===== config.mk =====
export PLATFORM = sky130hd
export DESIGN_NAME = sbba_top
export DESIGN_NICKNAME = d
export VERILOG_FILES = /design/src/shared/sbba_pkg.sv /design/src/verilog/sbba_sync.sv /design/src/verilog/sbba_top.sv
export SDC_FILE = /design/constraint.sdc
export NUM_CORES = 1
export LEC_CHECK = 0
export BUFFER_PORTS_ARGS = -buffer_cell sky130_fd_sc_hd__buf_2
export CORE_UTILIZATION = 38
export DETAILED_ROUTE_END_ITERATION = 8
export PLACE_DENSITY = 0.59
export SLEW_MARGIN = 20
export SYNTH_ARGS = -nofsm -noshare
export SYNTH_HDL_FRONTEND = slang
export SYNTH_SLANG_ARGS = --single-unit

===== constraint.sdc =====
create_clock -name i_clock -period 2.96 [get_ports i_clock]
set_clock_uncertainty 0.1 [all_clocks]
set_input_delay 0.444 -clock i_clock [delete_from_list [all_inputs] [get_ports i_clock]]
set_output_delay 0.444 -clock i_clock [all_outputs]
set_load 0.02 [all_outputs]

===== src/shared/sbba_pkg.sv =====
// constants and types for the serial bus byte access engine
package sbba_pkg;

  // ==========================================================
  // register map
  localparam logic [7:0] OFF_BYTE_DATA   = 8'hB0;
  localparam logic [7:0] OFF_BYTE_INDEX  = 8'hB1;
  localparam logic [7:0] OFF_TARGET_ADDR = 8'hB2;
  localparam logic [7:0] OFF_CTRL_STAT   = 8'hB3;
  localparam logic [7:0] RESET_BYTE      = 8'h00;

  // ==========================================================
  // control/status fields
  localparam int BIT_SHORT_SEL = 7;
  localparam int BIT_BUSY      = 5;
  localparam int BIT_REQ_ERR   = 1;
  localparam int BIT_DIRECTION = 0;

  // ==========================================================
  // timing
  localparam int CLK_PERIOD_NS = 10;
  localparam int SCL_PERIOD_NS = 10000;
  localparam int QUARTER_CYCLES = SCL_PERIOD_NS / (4 * CLK_PERIOD_NS);
  localparam logic [3:0] ACK_BIT = 4'h8;

  // ==========================================================
  // types
  typedef enum logic [5:0] {
    ST_IDLE    = 6'h01,
    ST_START   = 6'h02,
    ST_SEND    = 6'h04,
    ST_RECV    = 6'h08,
    ST_RESTART = 6'h10,
    ST_STOP    = 6'h20
  } sbba_state_type;

  typedef struct packed {
    logic       wr;
    logic       rd;
    logic [7:0] addr;
    logic [7:0] wdata;
  } sbba_reg_req_type;

endpackage


===== src/verilog/sbba_sync.sv =====
// three-stage input synchroniser with agreement filter
`timescale 1ns/1ps
module sbba_sync #(
  parameter int WIDTH = 2
) (
  input  wire logic             i_clock,
  input  wire logic             i_rst_n,
  input  wire logic [WIDTH-1:0] i_async,
  output logic      [WIDTH-1:0] o_sync
);
  // ==========================================================
  // per bit chain
  for (genvar g = 0; g < WIDTH; g++)
  begin : g_bit
    logic s1;
    logic s2;
    logic s3;
    always_ff @(posedge i_clock or negedge i_rst_n)
    begin
      if (!i_rst_n)
      begin
        s1        <= 1'b1;
        s2        <= 1'b1;
        s3        <= 1'b1;
        o_sync[g] <= 1'b1;
      end
      else
      begin
        s1 <= i_async[g];
        s2 <= s1;
        s3 <= s2;
        if (s2 == s3)
          o_sync[g] <= s3;
      end
    end
  end
endmodule // sbba_sync


===== src/verilog/sbba_top.sv =====
// serial bus byte access engine: registers and bus sequencer
`timescale 1ns/1ps
// Operation
// - for a read software loads index then address with direction 1, polls busy, data is valid.
// - an 8-bit data field supplies the written byte and receives the read byte.
// - an 8-bit index field is sent as the byte address in reads and writes.
// - target address bits 7 to 1 are presented on the bus for each transaction.
// - target address bit 0 is the direction bit, 0 write and 1 read.
// - data, index and target address are cleared only by the global reset.
// - writing the target address launches a transaction and sets busy until done.
// - a missing acknowledge sets the error flag, cleared by writing 1.
// - with short protocol select set, send-byte and receive-byte forms omit the index.
module sbba_top
  import sbba_pkg::*;
#(
  parameter int QUARTER = QUARTER_CYCLES
) (
  input  wire logic             i_clock,
  input  wire logic             i_rst_n,
  input  wire sbba_reg_req_type i_reg,
  output logic      [7:0]       o_reg_rdata,
  input  wire logic             i_scl_in,
  output logic                  o_scl_out,
  output logic                  o_scl_oe_n,
  input  wire logic             i_sda_in,
  output logic                  o_sda_out,
  output logic                  o_sda_oe_n
);
  if (QUARTER < 2 || QUARTER > 65536)
  begin : g_bad_quarter
    $error("sbba_top: QUARTER must lie between 2 and 65536");
  end

  sbba_state_type state;
  sbba_state_type next_state;
  logic [7:0]  byte_data;
  logic [7:0]  byte_index;
  logic [7:0]  target_addr;
  logic        short_sel;
  logic        busy;
  logic        req_err;
  logic [15:0] qcnt;
  logic [1:0]  phase;
  logic [3:0]  bit_cnt;
  logic [3:0]  next_bit;
  logic [1:0]  stage;
  logic [1:0]  next_stage;
  logic        after_rs;
  logic        next_after_rs;
  logic [7:0]  tx_shift;
  logic [7:0]  next_tx;
  logic [7:0]  rx_shift;
  logic        sampled;
  logic        scl_low;
  logic        sda_low;
  logic        scl_s;
  logic        sda_s;
  logic        tick;
  logic        end_sym;
  logic        launch;
  logic        err_set;
  logic        recv_load;
  logic        is_read;
  logic        wr_ok;

  // ==========================================================
  // pin synchronisers
  sbba_sync #(.WIDTH(2)) u_sync (
    .i_clock (i_clock),
    .i_rst_n (i_rst_n),
    .i_async ({i_scl_in, i_sda_in}),
    .o_sync  ({scl_s, sda_s})
  );

  assign o_scl_out  = 1'b0;
  assign o_sda_out  = 1'b0;
  assign o_scl_oe_n = ~scl_low;
  assign o_sda_oe_n = ~sda_low;

  assign is_read   = target_addr[BIT_DIRECTION];
  assign wr_ok     = i_reg.wr && !busy;
  assign launch    = wr_ok && (i_reg.addr == OFF_TARGET_ADDR);
  assign tick      = busy && (qcnt == '0) && !(phase == 2'd1 && !scl_s);
  assign end_sym   = tick && (phase == 2'd3);
  assign err_set   = end_sym && (state == ST_SEND) && (bit_cnt == ACK_BIT) && sampled;
  assign recv_load = tick && (phase == 2'd1) && (state == ST_RECV) && (bit_cnt == 4'h7);

  // ==========================================================
  // sequencer next values
  always_comb
  begin
    next_state    = state;
    next_bit      = bit_cnt;
    next_stage    = stage;
    next_tx       = tx_shift;
    next_after_rs = after_rs;
    unique case (state)
      ST_IDLE:
        next_state = ST_IDLE;
      ST_START, ST_RESTART:
      begin
        next_state = ST_SEND;
        next_bit   = '0;
        next_stage = '0;
        next_after_rs = (state == ST_RESTART);
        // direction bit, write before the index
        next_tx = {target_addr[7:1],
                   is_read && (short_sel || state == ST_RESTART)};
      end
      ST_SEND:
      begin
        if (bit_cnt != ACK_BIT)
        begin
          next_bit = bit_cnt + 4'h1;
          next_tx  = {tx_shift[6:0], 1'b0};
        end
        else if (sampled)
          next_state = ST_STOP;
        else
        begin
          next_bit   = '0;
          next_stage = stage + 2'd1;
          if (is_read && (short_sel || after_rs))
            next_state = ST_RECV;
          else if (!short_sel && stage == 2'd0)
            next_tx = byte_index;
          else if (is_read)
            next_state = ST_RESTART;
          else if (stage == (short_sel ? 2'd0 : 2'd1))
            next_tx = byte_data;
          else
            next_state = ST_STOP;
        end
      end
      ST_RECV:
      begin
        next_bit = bit_cnt + 4'h1;
        if (bit_cnt == ACK_BIT)
          next_state = ST_STOP;
      end
      ST_STOP:
        next_state = ST_IDLE;
    endcase
  end

  // ==========================================================
  // state and counters
  always_ff @(posedge i_clock or negedge i_rst_n)
  begin
    if (!i_rst_n)
    begin
      state    <= ST_IDLE;
      bit_cnt  <= '0;
      stage    <= '0;
      after_rs <= 1'b0;
      tx_shift <= RESET_BYTE;
      phase    <= '0;
      qcnt     <= '0;
    end
    else
    begin
      if (launch)
      begin
        state <= ST_START;
        phase <= '0;
        qcnt  <= 16'(QUARTER - 1);
      end
      else if (tick)
      begin
        phase <= phase + 2'd1;
        qcnt  <= 16'(QUARTER - 1);
        if (end_sym)
        begin
          state    <= next_state;
          bit_cnt  <= next_bit;
          stage    <= next_stage;
          after_rs <= next_after_rs;
          tx_shift <= next_tx;
        end
      end
      else if (qcnt != '0)
        qcnt <= qcnt - 16'h1;
    end
  end

  // ==========================================================
  // bus pin drive
  always_ff @(posedge i_clock or negedge i_rst_n)
  begin
    if (!i_rst_n)
    begin
      scl_low <= 1'b0;
      sda_low <= 1'b0;
    end
    else if (launch)
      sda_low <= 1'b0;
    else if (end_sym)
    begin
      unique case (next_state)
        ST_SEND:
        begin
          scl_low <= 1'b1;
          sda_low <= (next_bit != ACK_BIT) && !next_tx[7];
        end
        ST_RECV:
        begin
          scl_low <= 1'b1;
          sda_low <= 1'b0;
        end
        ST_STOP:
        begin
          scl_low <= 1'b1;
          sda_low <= 1'b1;
        end
        ST_RESTART:
          sda_low <= 1'b0;
        default:
          sda_low <= 1'b0;
      endcase
    end
    else if (tick)
    begin
      if (phase == 2'd0)
        scl_low <= 1'b0;
      else if (phase == 2'd1 && (state == ST_START || state == ST_RESTART))
        sda_low <= 1'b1;
      else if (phase == 2'd1 && state == ST_STOP)
        sda_low <= 1'b0;
      else if (phase == 2'd2 && state != ST_STOP)
        scl_low <= 1'b1;
    end
  end

  // ==========================================================
  // bit sampling
  always_ff @(posedge i_clock or negedge i_rst_n)
  begin
    if (!i_rst_n)
    begin
      sampled  <= 1'b0;
      rx_shift <= RESET_BYTE;
    end
    else if (tick && phase == 2'd1)
    begin
      sampled <= sda_s;
      if (state == ST_RECV && bit_cnt != ACK_BIT)
        rx_shift <= {rx_shift[6:0], sda_s};
    end
  end

  // ==========================================================
  // registers
  always_ff @(posedge i_clock or negedge i_rst_n)
  begin
    if (!i_rst_n)
    begin
      byte_data   <= RESET_BYTE;
      byte_index  <= RESET_BYTE;
      target_addr <= RESET_BYTE;
      short_sel   <= 1'b0;
    end
    else
    begin
      if (recv_load)
        byte_data <= {rx_shift[6:0], sda_s};
      else if (wr_ok && i_reg.addr == OFF_BYTE_DATA)
        byte_data <= i_reg.wdata;
      if (wr_ok && i_reg.addr == OFF_BYTE_INDEX)
        byte_index <= i_reg.wdata;
      if (launch)
        target_addr <= i_reg.wdata;
      if (i_reg.wr && i_reg.addr == OFF_CTRL_STAT)
        short_sel <= i_reg.wdata[BIT_SHORT_SEL];
    end
  end

  // busy and error flags
  always_ff @(posedge i_clock or negedge i_rst_n)
  begin
    if (!i_rst_n)
    begin
      busy    <= 1'b0;
      req_err <= 1'b0;
    end
    else
    begin
      if (launch)
        busy <= 1'b1;
      else if (end_sym && state == ST_STOP)
        busy <= 1'b0;
      if (err_set)
        req_err <= 1'b1;
      else if (i_reg.wr && i_reg.addr == OFF_CTRL_STAT && i_reg.wdata[BIT_REQ_ERR])
        req_err <= 1'b0;
    end
  end

  // read port
  always_ff @(posedge i_clock or negedge i_rst_n)
  begin
    if (!i_rst_n)
      o_reg_rdata <= RESET_BYTE;
    else if (i_reg.rd)
    begin
      unique case (i_reg.addr)
        OFF_BYTE_DATA:   o_reg_rdata <= byte_data;
        OFF_BYTE_INDEX:  o_reg_rdata <= byte_index;
        OFF_TARGET_ADDR: o_reg_rdata <= target_addr;
        OFF_CTRL_STAT:
          o_reg_rdata <= (8'(short_sel) << BIT_SHORT_SEL) | (8'(busy) << BIT_BUSY)
                       | (8'(req_err) << BIT_REQ_ERR);
        default:         o_reg_rdata <= RESET_BYTE;
      endcase
    end
  end
endmodule // sbba_top

-- After elaboration in Yosys (flattened, before gate mapping)
Cells that the tools add are included.
- bits in registers: 92
- input port bits: 22
- output and inout port bits: 12
- logic and storage cells: 180
- $add $sub $neg: 4
- equal/unequal tests: 34
- multiplexer cells: 51
- bitwise logic cells: 5
- reductions and logical operators: 59
- operator list (cell ; count):
    2-to-1 mux 8 bit ; 8
    2-to-1 mux 6 bit ; 10
    2-to-1 mux 16 bit ; 3
    equality test 8 bit, second input constant ; 4
    one-hot mux 8 bit (4 select lines) ; 1
    logical AND 1 bit ; 25
    one-hot mux 6 bit (4 select lines) ; 1
    2-to-1 mux 1 bit ; 18
    logical NOT 16 bit ; 1
    one-hot mux 8 bit (2 select lines) ; 1
    nonzero test 16 bit ; 1
    subtractor 16 x 1 -> 16 bit, second input constant ; 1
    nonzero test 2 bit ; 7
    equality test 6 x 3 -> 1 bit, second input constant ; 2
    equality test 6 x 4 -> 1 bit, second input constant ; 2
    equality test 6 bit, second input constant ; 2
    one-hot mux 4 bit (3 select lines) ; 1
    AND reduction 6 bit ; 2
    inequality test 3 bit, second input constant ; 3
    nonzero test 3 bit ; 3
    2-to-1 mux 2 bit ; 4
    2-to-1 mux 4 bit ; 2
    inequality test 4 bit, second input constant ; 2
    bitwise OR 8 x 2 -> 8 bit ; 1
    other kinds (30) ; 48

-- Longest topological paths before layout
- depth after elaboration: 14
- gate-level depth with buffers: 10
- depth with buffers taken out: 9

-- Hierarchy
Synthesis repeated with hierarchy kept, for this count alone.
- cell total of the unflattened synthesis: 501
- area total of the unflattened synthesis: 4850.9 sq um
- modules (own cells, without submodules) (module ; instances ; cells an instance ; area an instance (sq um) ; sequential area each (sq um)):
    sbba_top ; 1 ; 491 ; 4618.2 ; 2103.3
    sbba_sync ; 1 ; 10 ; 232.7 ; 210.2

-- Worst setup path after synthesis
OpenSTA, ideal clock, no wires.
- path type: register to register
- start point: register qcnt[8]
- end point: register byte_data[0]
- setup time: 0.125 ns
- arrival time: 2.183 ns
- data required time: 2.735 ns
- slack: 0.552 ns
- stages on the path, launching flop included: 6
- path buffers: 0
- clock period less this slack: 2.408 ns
- path through: dfrtp_1 or4_4 nor4_4 nand4_4 nor4_4 mux2_4
- word-level cells in the longest chain between the ends: 7
- elaborated cells between the ends (all ways): 8
- classes of those cells: 1 x mux; 7 x reduce/logical
- ends and longest elaborated chain (what ; line ; RTL):
    from (decl) ; sbba_top.sv:42 ; logic [15:0] qcnt;
    from (signal assigned) ; sbba_top.sv:166 ; qcnt <= 16'(QUARTER - 1);
    from (signal assigned) ; sbba_top.sv:171 ; qcnt <= 16'(QUARTER - 1);
    from (signal assigned) ; sbba_top.sv:182 ; qcnt <= qcnt - 16'h1;
    logical NOT 16 bit * ; sbba_top.sv:83 ; assign tick = busy && (qcnt == '0) && !(phase == 2'd1 && !scl_s);
    logical AND 1 bit * (2 in a row) ; sbba_top.sv:83 ;
    logical AND 1 bit * (3 in a row) ; sbba_top.sv:86 ; assign recv_load = tick && (phase == 2'd1) && (state == ST_RECV) && (bit_cnt == 4'h7);
    2-to-1 mux 8 bit or nonzero test 2 bit (tied branches) ; -- ;
    to (signal assigned) ; sbba_top.sv:265 ; byte_data <= {rx_shift[6:0], sda_s};
    to (signal assigned) ; sbba_top.sv:267 ; byte_data <= i_reg.wdata;
    to (decl) ; sbba_top.sv:36 ; logic [7:0] byte_data;
Every way passes the cells marked *; elsewhere a longest branch is shown, timed or not.
A chain may end at the register's enable or synchronous reset.

-- Final worst setup path
Same ends and word-level chain as after synthesis.

==> impl_metrics.json <==
{
  "finalHoldViolations": 10,
  "ant_nets": 0,
  "async_flop_share_pct": 100.0,
  "mostFrequentLayoutCell": "dfrtp_1",
  "synth_area_leader_cell": "dfrtp_1",
  "area_growth_pct": 14.22,
  "routed_wl_mm": 11.42,
  "pin_count": 34,
  "r2r_setup_slack_ns": 0.39,
  "synth_ff_type": "dfrtp_1",
  "rows": 41,
  "portBuffers": 31,
  "clk_latency_ns": 0.35,
  "final-setup-viol-count": 0,
  "avgRoutedWirePerCell_um": 16.09,
  "synth_edf_count": 0,
  "worstMarginPinSlew_ns": 0.6314,
  "cp-start-kind": "register",
  "cp_max_fo": 9,
  "worstPathRequired_ns": 3.09,
  "gp_congestion": 0.8250,
  "clock_sinks": 92,
  "path_class": "reg2reg",
  "dr.pass1.iters": 5,
  "p_leak_nw": 2.554,
  "vias": 3814,
  "first_iter_violations": 292,
  "overflow": 0,
  "cts-hold-fix-buffers": 0,
  "cts-root-buf": "clkbuf_16",
  "violations": "hold timing",
  "finalSetupTns_ns": 0,
  "post-cts-setup-buffers": 0,
  "netlist_top_cells_area": "dfrtp_1 42%, mux2_2 6.0%, nand2_1 5.6%",
  "dieArea_um2": 13400,
  "yosysSeqAreaShare_pct": 47.04,
  "status": "finished, violations left",
  "antenna_found_initial": 0,
  "final_cell_mix": "83 x dfrtp_1, 74 x nand2_1, 44 x nor2_1, 35 x o21ai_0, 30 x buf_2",
  "max-cap-violations": 0,
  "max_slew_margin_pct": 57.75,
  "finalCritPeriodShare_pct": 86.72,
  "syn_area_per_cell_um2": 9.876,
  "initial_core_util_pct": 38.97,
  "clockBufferDepth": 2,
  "cts-resized-gates": 0,
  "die_w_um": 115.8,
  "drive_above_1_share_pct": 21.56,
  "cp-end-kind": "register",
  "route.detailed.drc": 0,
  "syn_inst": 498,
  "grt_max_degree": 51,
  "synth_top_area_share_pct": 42.23,
  "dp.cells": 694,
  "yosys_register_bits": 92,
  "period_minus_slack_ns": 2.567,
  "fmax_mhz": 389.6,
  "core_um2": 12620,
  "diodes": 0,
  "powerDensity_nw_per_um2": 459.5,
  "r2r-end": "byte_data[0]",
  "dp_hpwl_mm": 8.364,
  "cp.arrival_ns": 2.70,
  "cts_tree": "yes",
  "whs_ns": -0.01490,
  "syn_area_um2": 4918,
  "r2r-start": "qcnt[8]",
  "track_usage_pct": 18.12,
  "hp-class": "in2async",
  "rsz0062_at_grt": "no",
  "grt_pass1_vias": 3560,
  "cts_made_buffers": 9,
  "htreeDepth": 3,
  "grt_pass1_wl_mm": 18.39,
  "r2r_cells": 5,
  "yosysWarnings": 0,
  "nets": 564,
  "final_cells": 710,
  "detail_route.vias_per_cell": 5.372,
  "synth.distinct_cells": 68,
  "finalMaxSlewViolations": 0,
  "vdd_ir_drop_max_v": 0.0003025,
  "die-height_um": 115.8,
  "clkTransAtPathRegs_ns": 0.07
}
per-layer routing:
metal | global-route usage (%) | up-vias | part of all wire, %
met3 | 3.243 | 14 | 4.5
met1 | 25.60 | 1872 | 48
met5 | 0 | - | 0
li1 | - | 1838 | -
met4 | 7.179 | 0 | 1.5
met2 | 27.54 | 90 | 46
cell usage after synthesis, drive strengths merged, types with 9 or more instances:
master	count
a21oi	15
buf	11
clkbuf	9
dfrtp	83
dfstp	9
ha	9
inv	24
mux2	27
nand2	75
nand3	16
nor2	45
nor3	10
nor4	10
o21ai	35
o22ai	9
xnor2	13
where the power goes:
| part | total [mW] | internal, mW | switching [mW] |
|---|---|---|---|
| Clock | 1.22 | 0.713 | 0.509 |
| Sequential | 1.28 | 1.27 | 0.00740 |
| Combinational | 0.0816 | 0.0261 | 0.0555 |
worst max-delay path by stage:
stage             from      endpoint  slack [ns]  depth (start not counted)
4_1_cts        qcnt[8]  byte_data[0]        0.39                          5
2_1_floorplan  qcnt[8]  byte_data[0]        0.55                          5
6_report       qcnt[8]  byte_data[0]        0.39                          5
3_3_place_gp   qcnt[8]  byte_data[0]        0.44                          5
5_1_grt        qcnt[8]      stage[0]        0.23                          7
3_5_place_dp   qcnt[8]  byte_data[0]        0.40                          5
logic make-up (layout without fill, tap and decap cells):
group	Yosys count	in the layout	share of synthesized area [%]
muxes	37	37	9.056
AOI/OAI and AO/OA	98	98	13.33
and+or+nand+nor	197	197	20.76
xor gates and xnor gates	18	18	3.205
buffers and inverters	44	83	3.841
other	1	2	0.07624
adders and majority gates	11	11	2.697
DFF	92	92	47.04
cell type report:
type | instances | area (µm²)
Inverter | 24 | 90.09
Fill cell | 1213 | 7002
Clock inverter | 5 | 66.31
Multi-Input combinational cell | 363 | 2420
Tap cell | 172 | 215.2
Sequential cell | 92 | 2313
Clock buffer | 11 | 252.7
Timing Repair Buffer | 43 | 260.3
registers in the layout, indices dropped and copies added (netlist names), 4 cells and up:
register     flops
qcnt            16
byte_data        8
byte_index       8
o_reg_rdata      8
target_addr      8
tx_shift         8
rx_shift         7
state            6
bit_cnt          4
worst max-delay path, cell delays in order (launching register included):
cell     delay [ns]
dfrtp_1        0.43
or4_4          0.57
nor4_4         0.38
nand4_4        0.19
nor4_4         0.44
mux2_4         0.34
stage by stage:
stage	power, mW	instance area [µm²]	utilization (%)	setup WS (ns)	hold WS, ns
floorplan	1.329	4922	-	0.5523	0.04841
global placement	1.384	5299	41.99	0.4351	0.2462
detailed placement	1.386	5299	41.99	0.4014	0.2468
CTS	2.612	5618	44.52	0.3924	0.01326
global route	2.661	5618	44.52	0.2261	0.03410
finish	2.582	5618	44.52	0.3932	-0.01490
(Power assumes the default switching activity.)
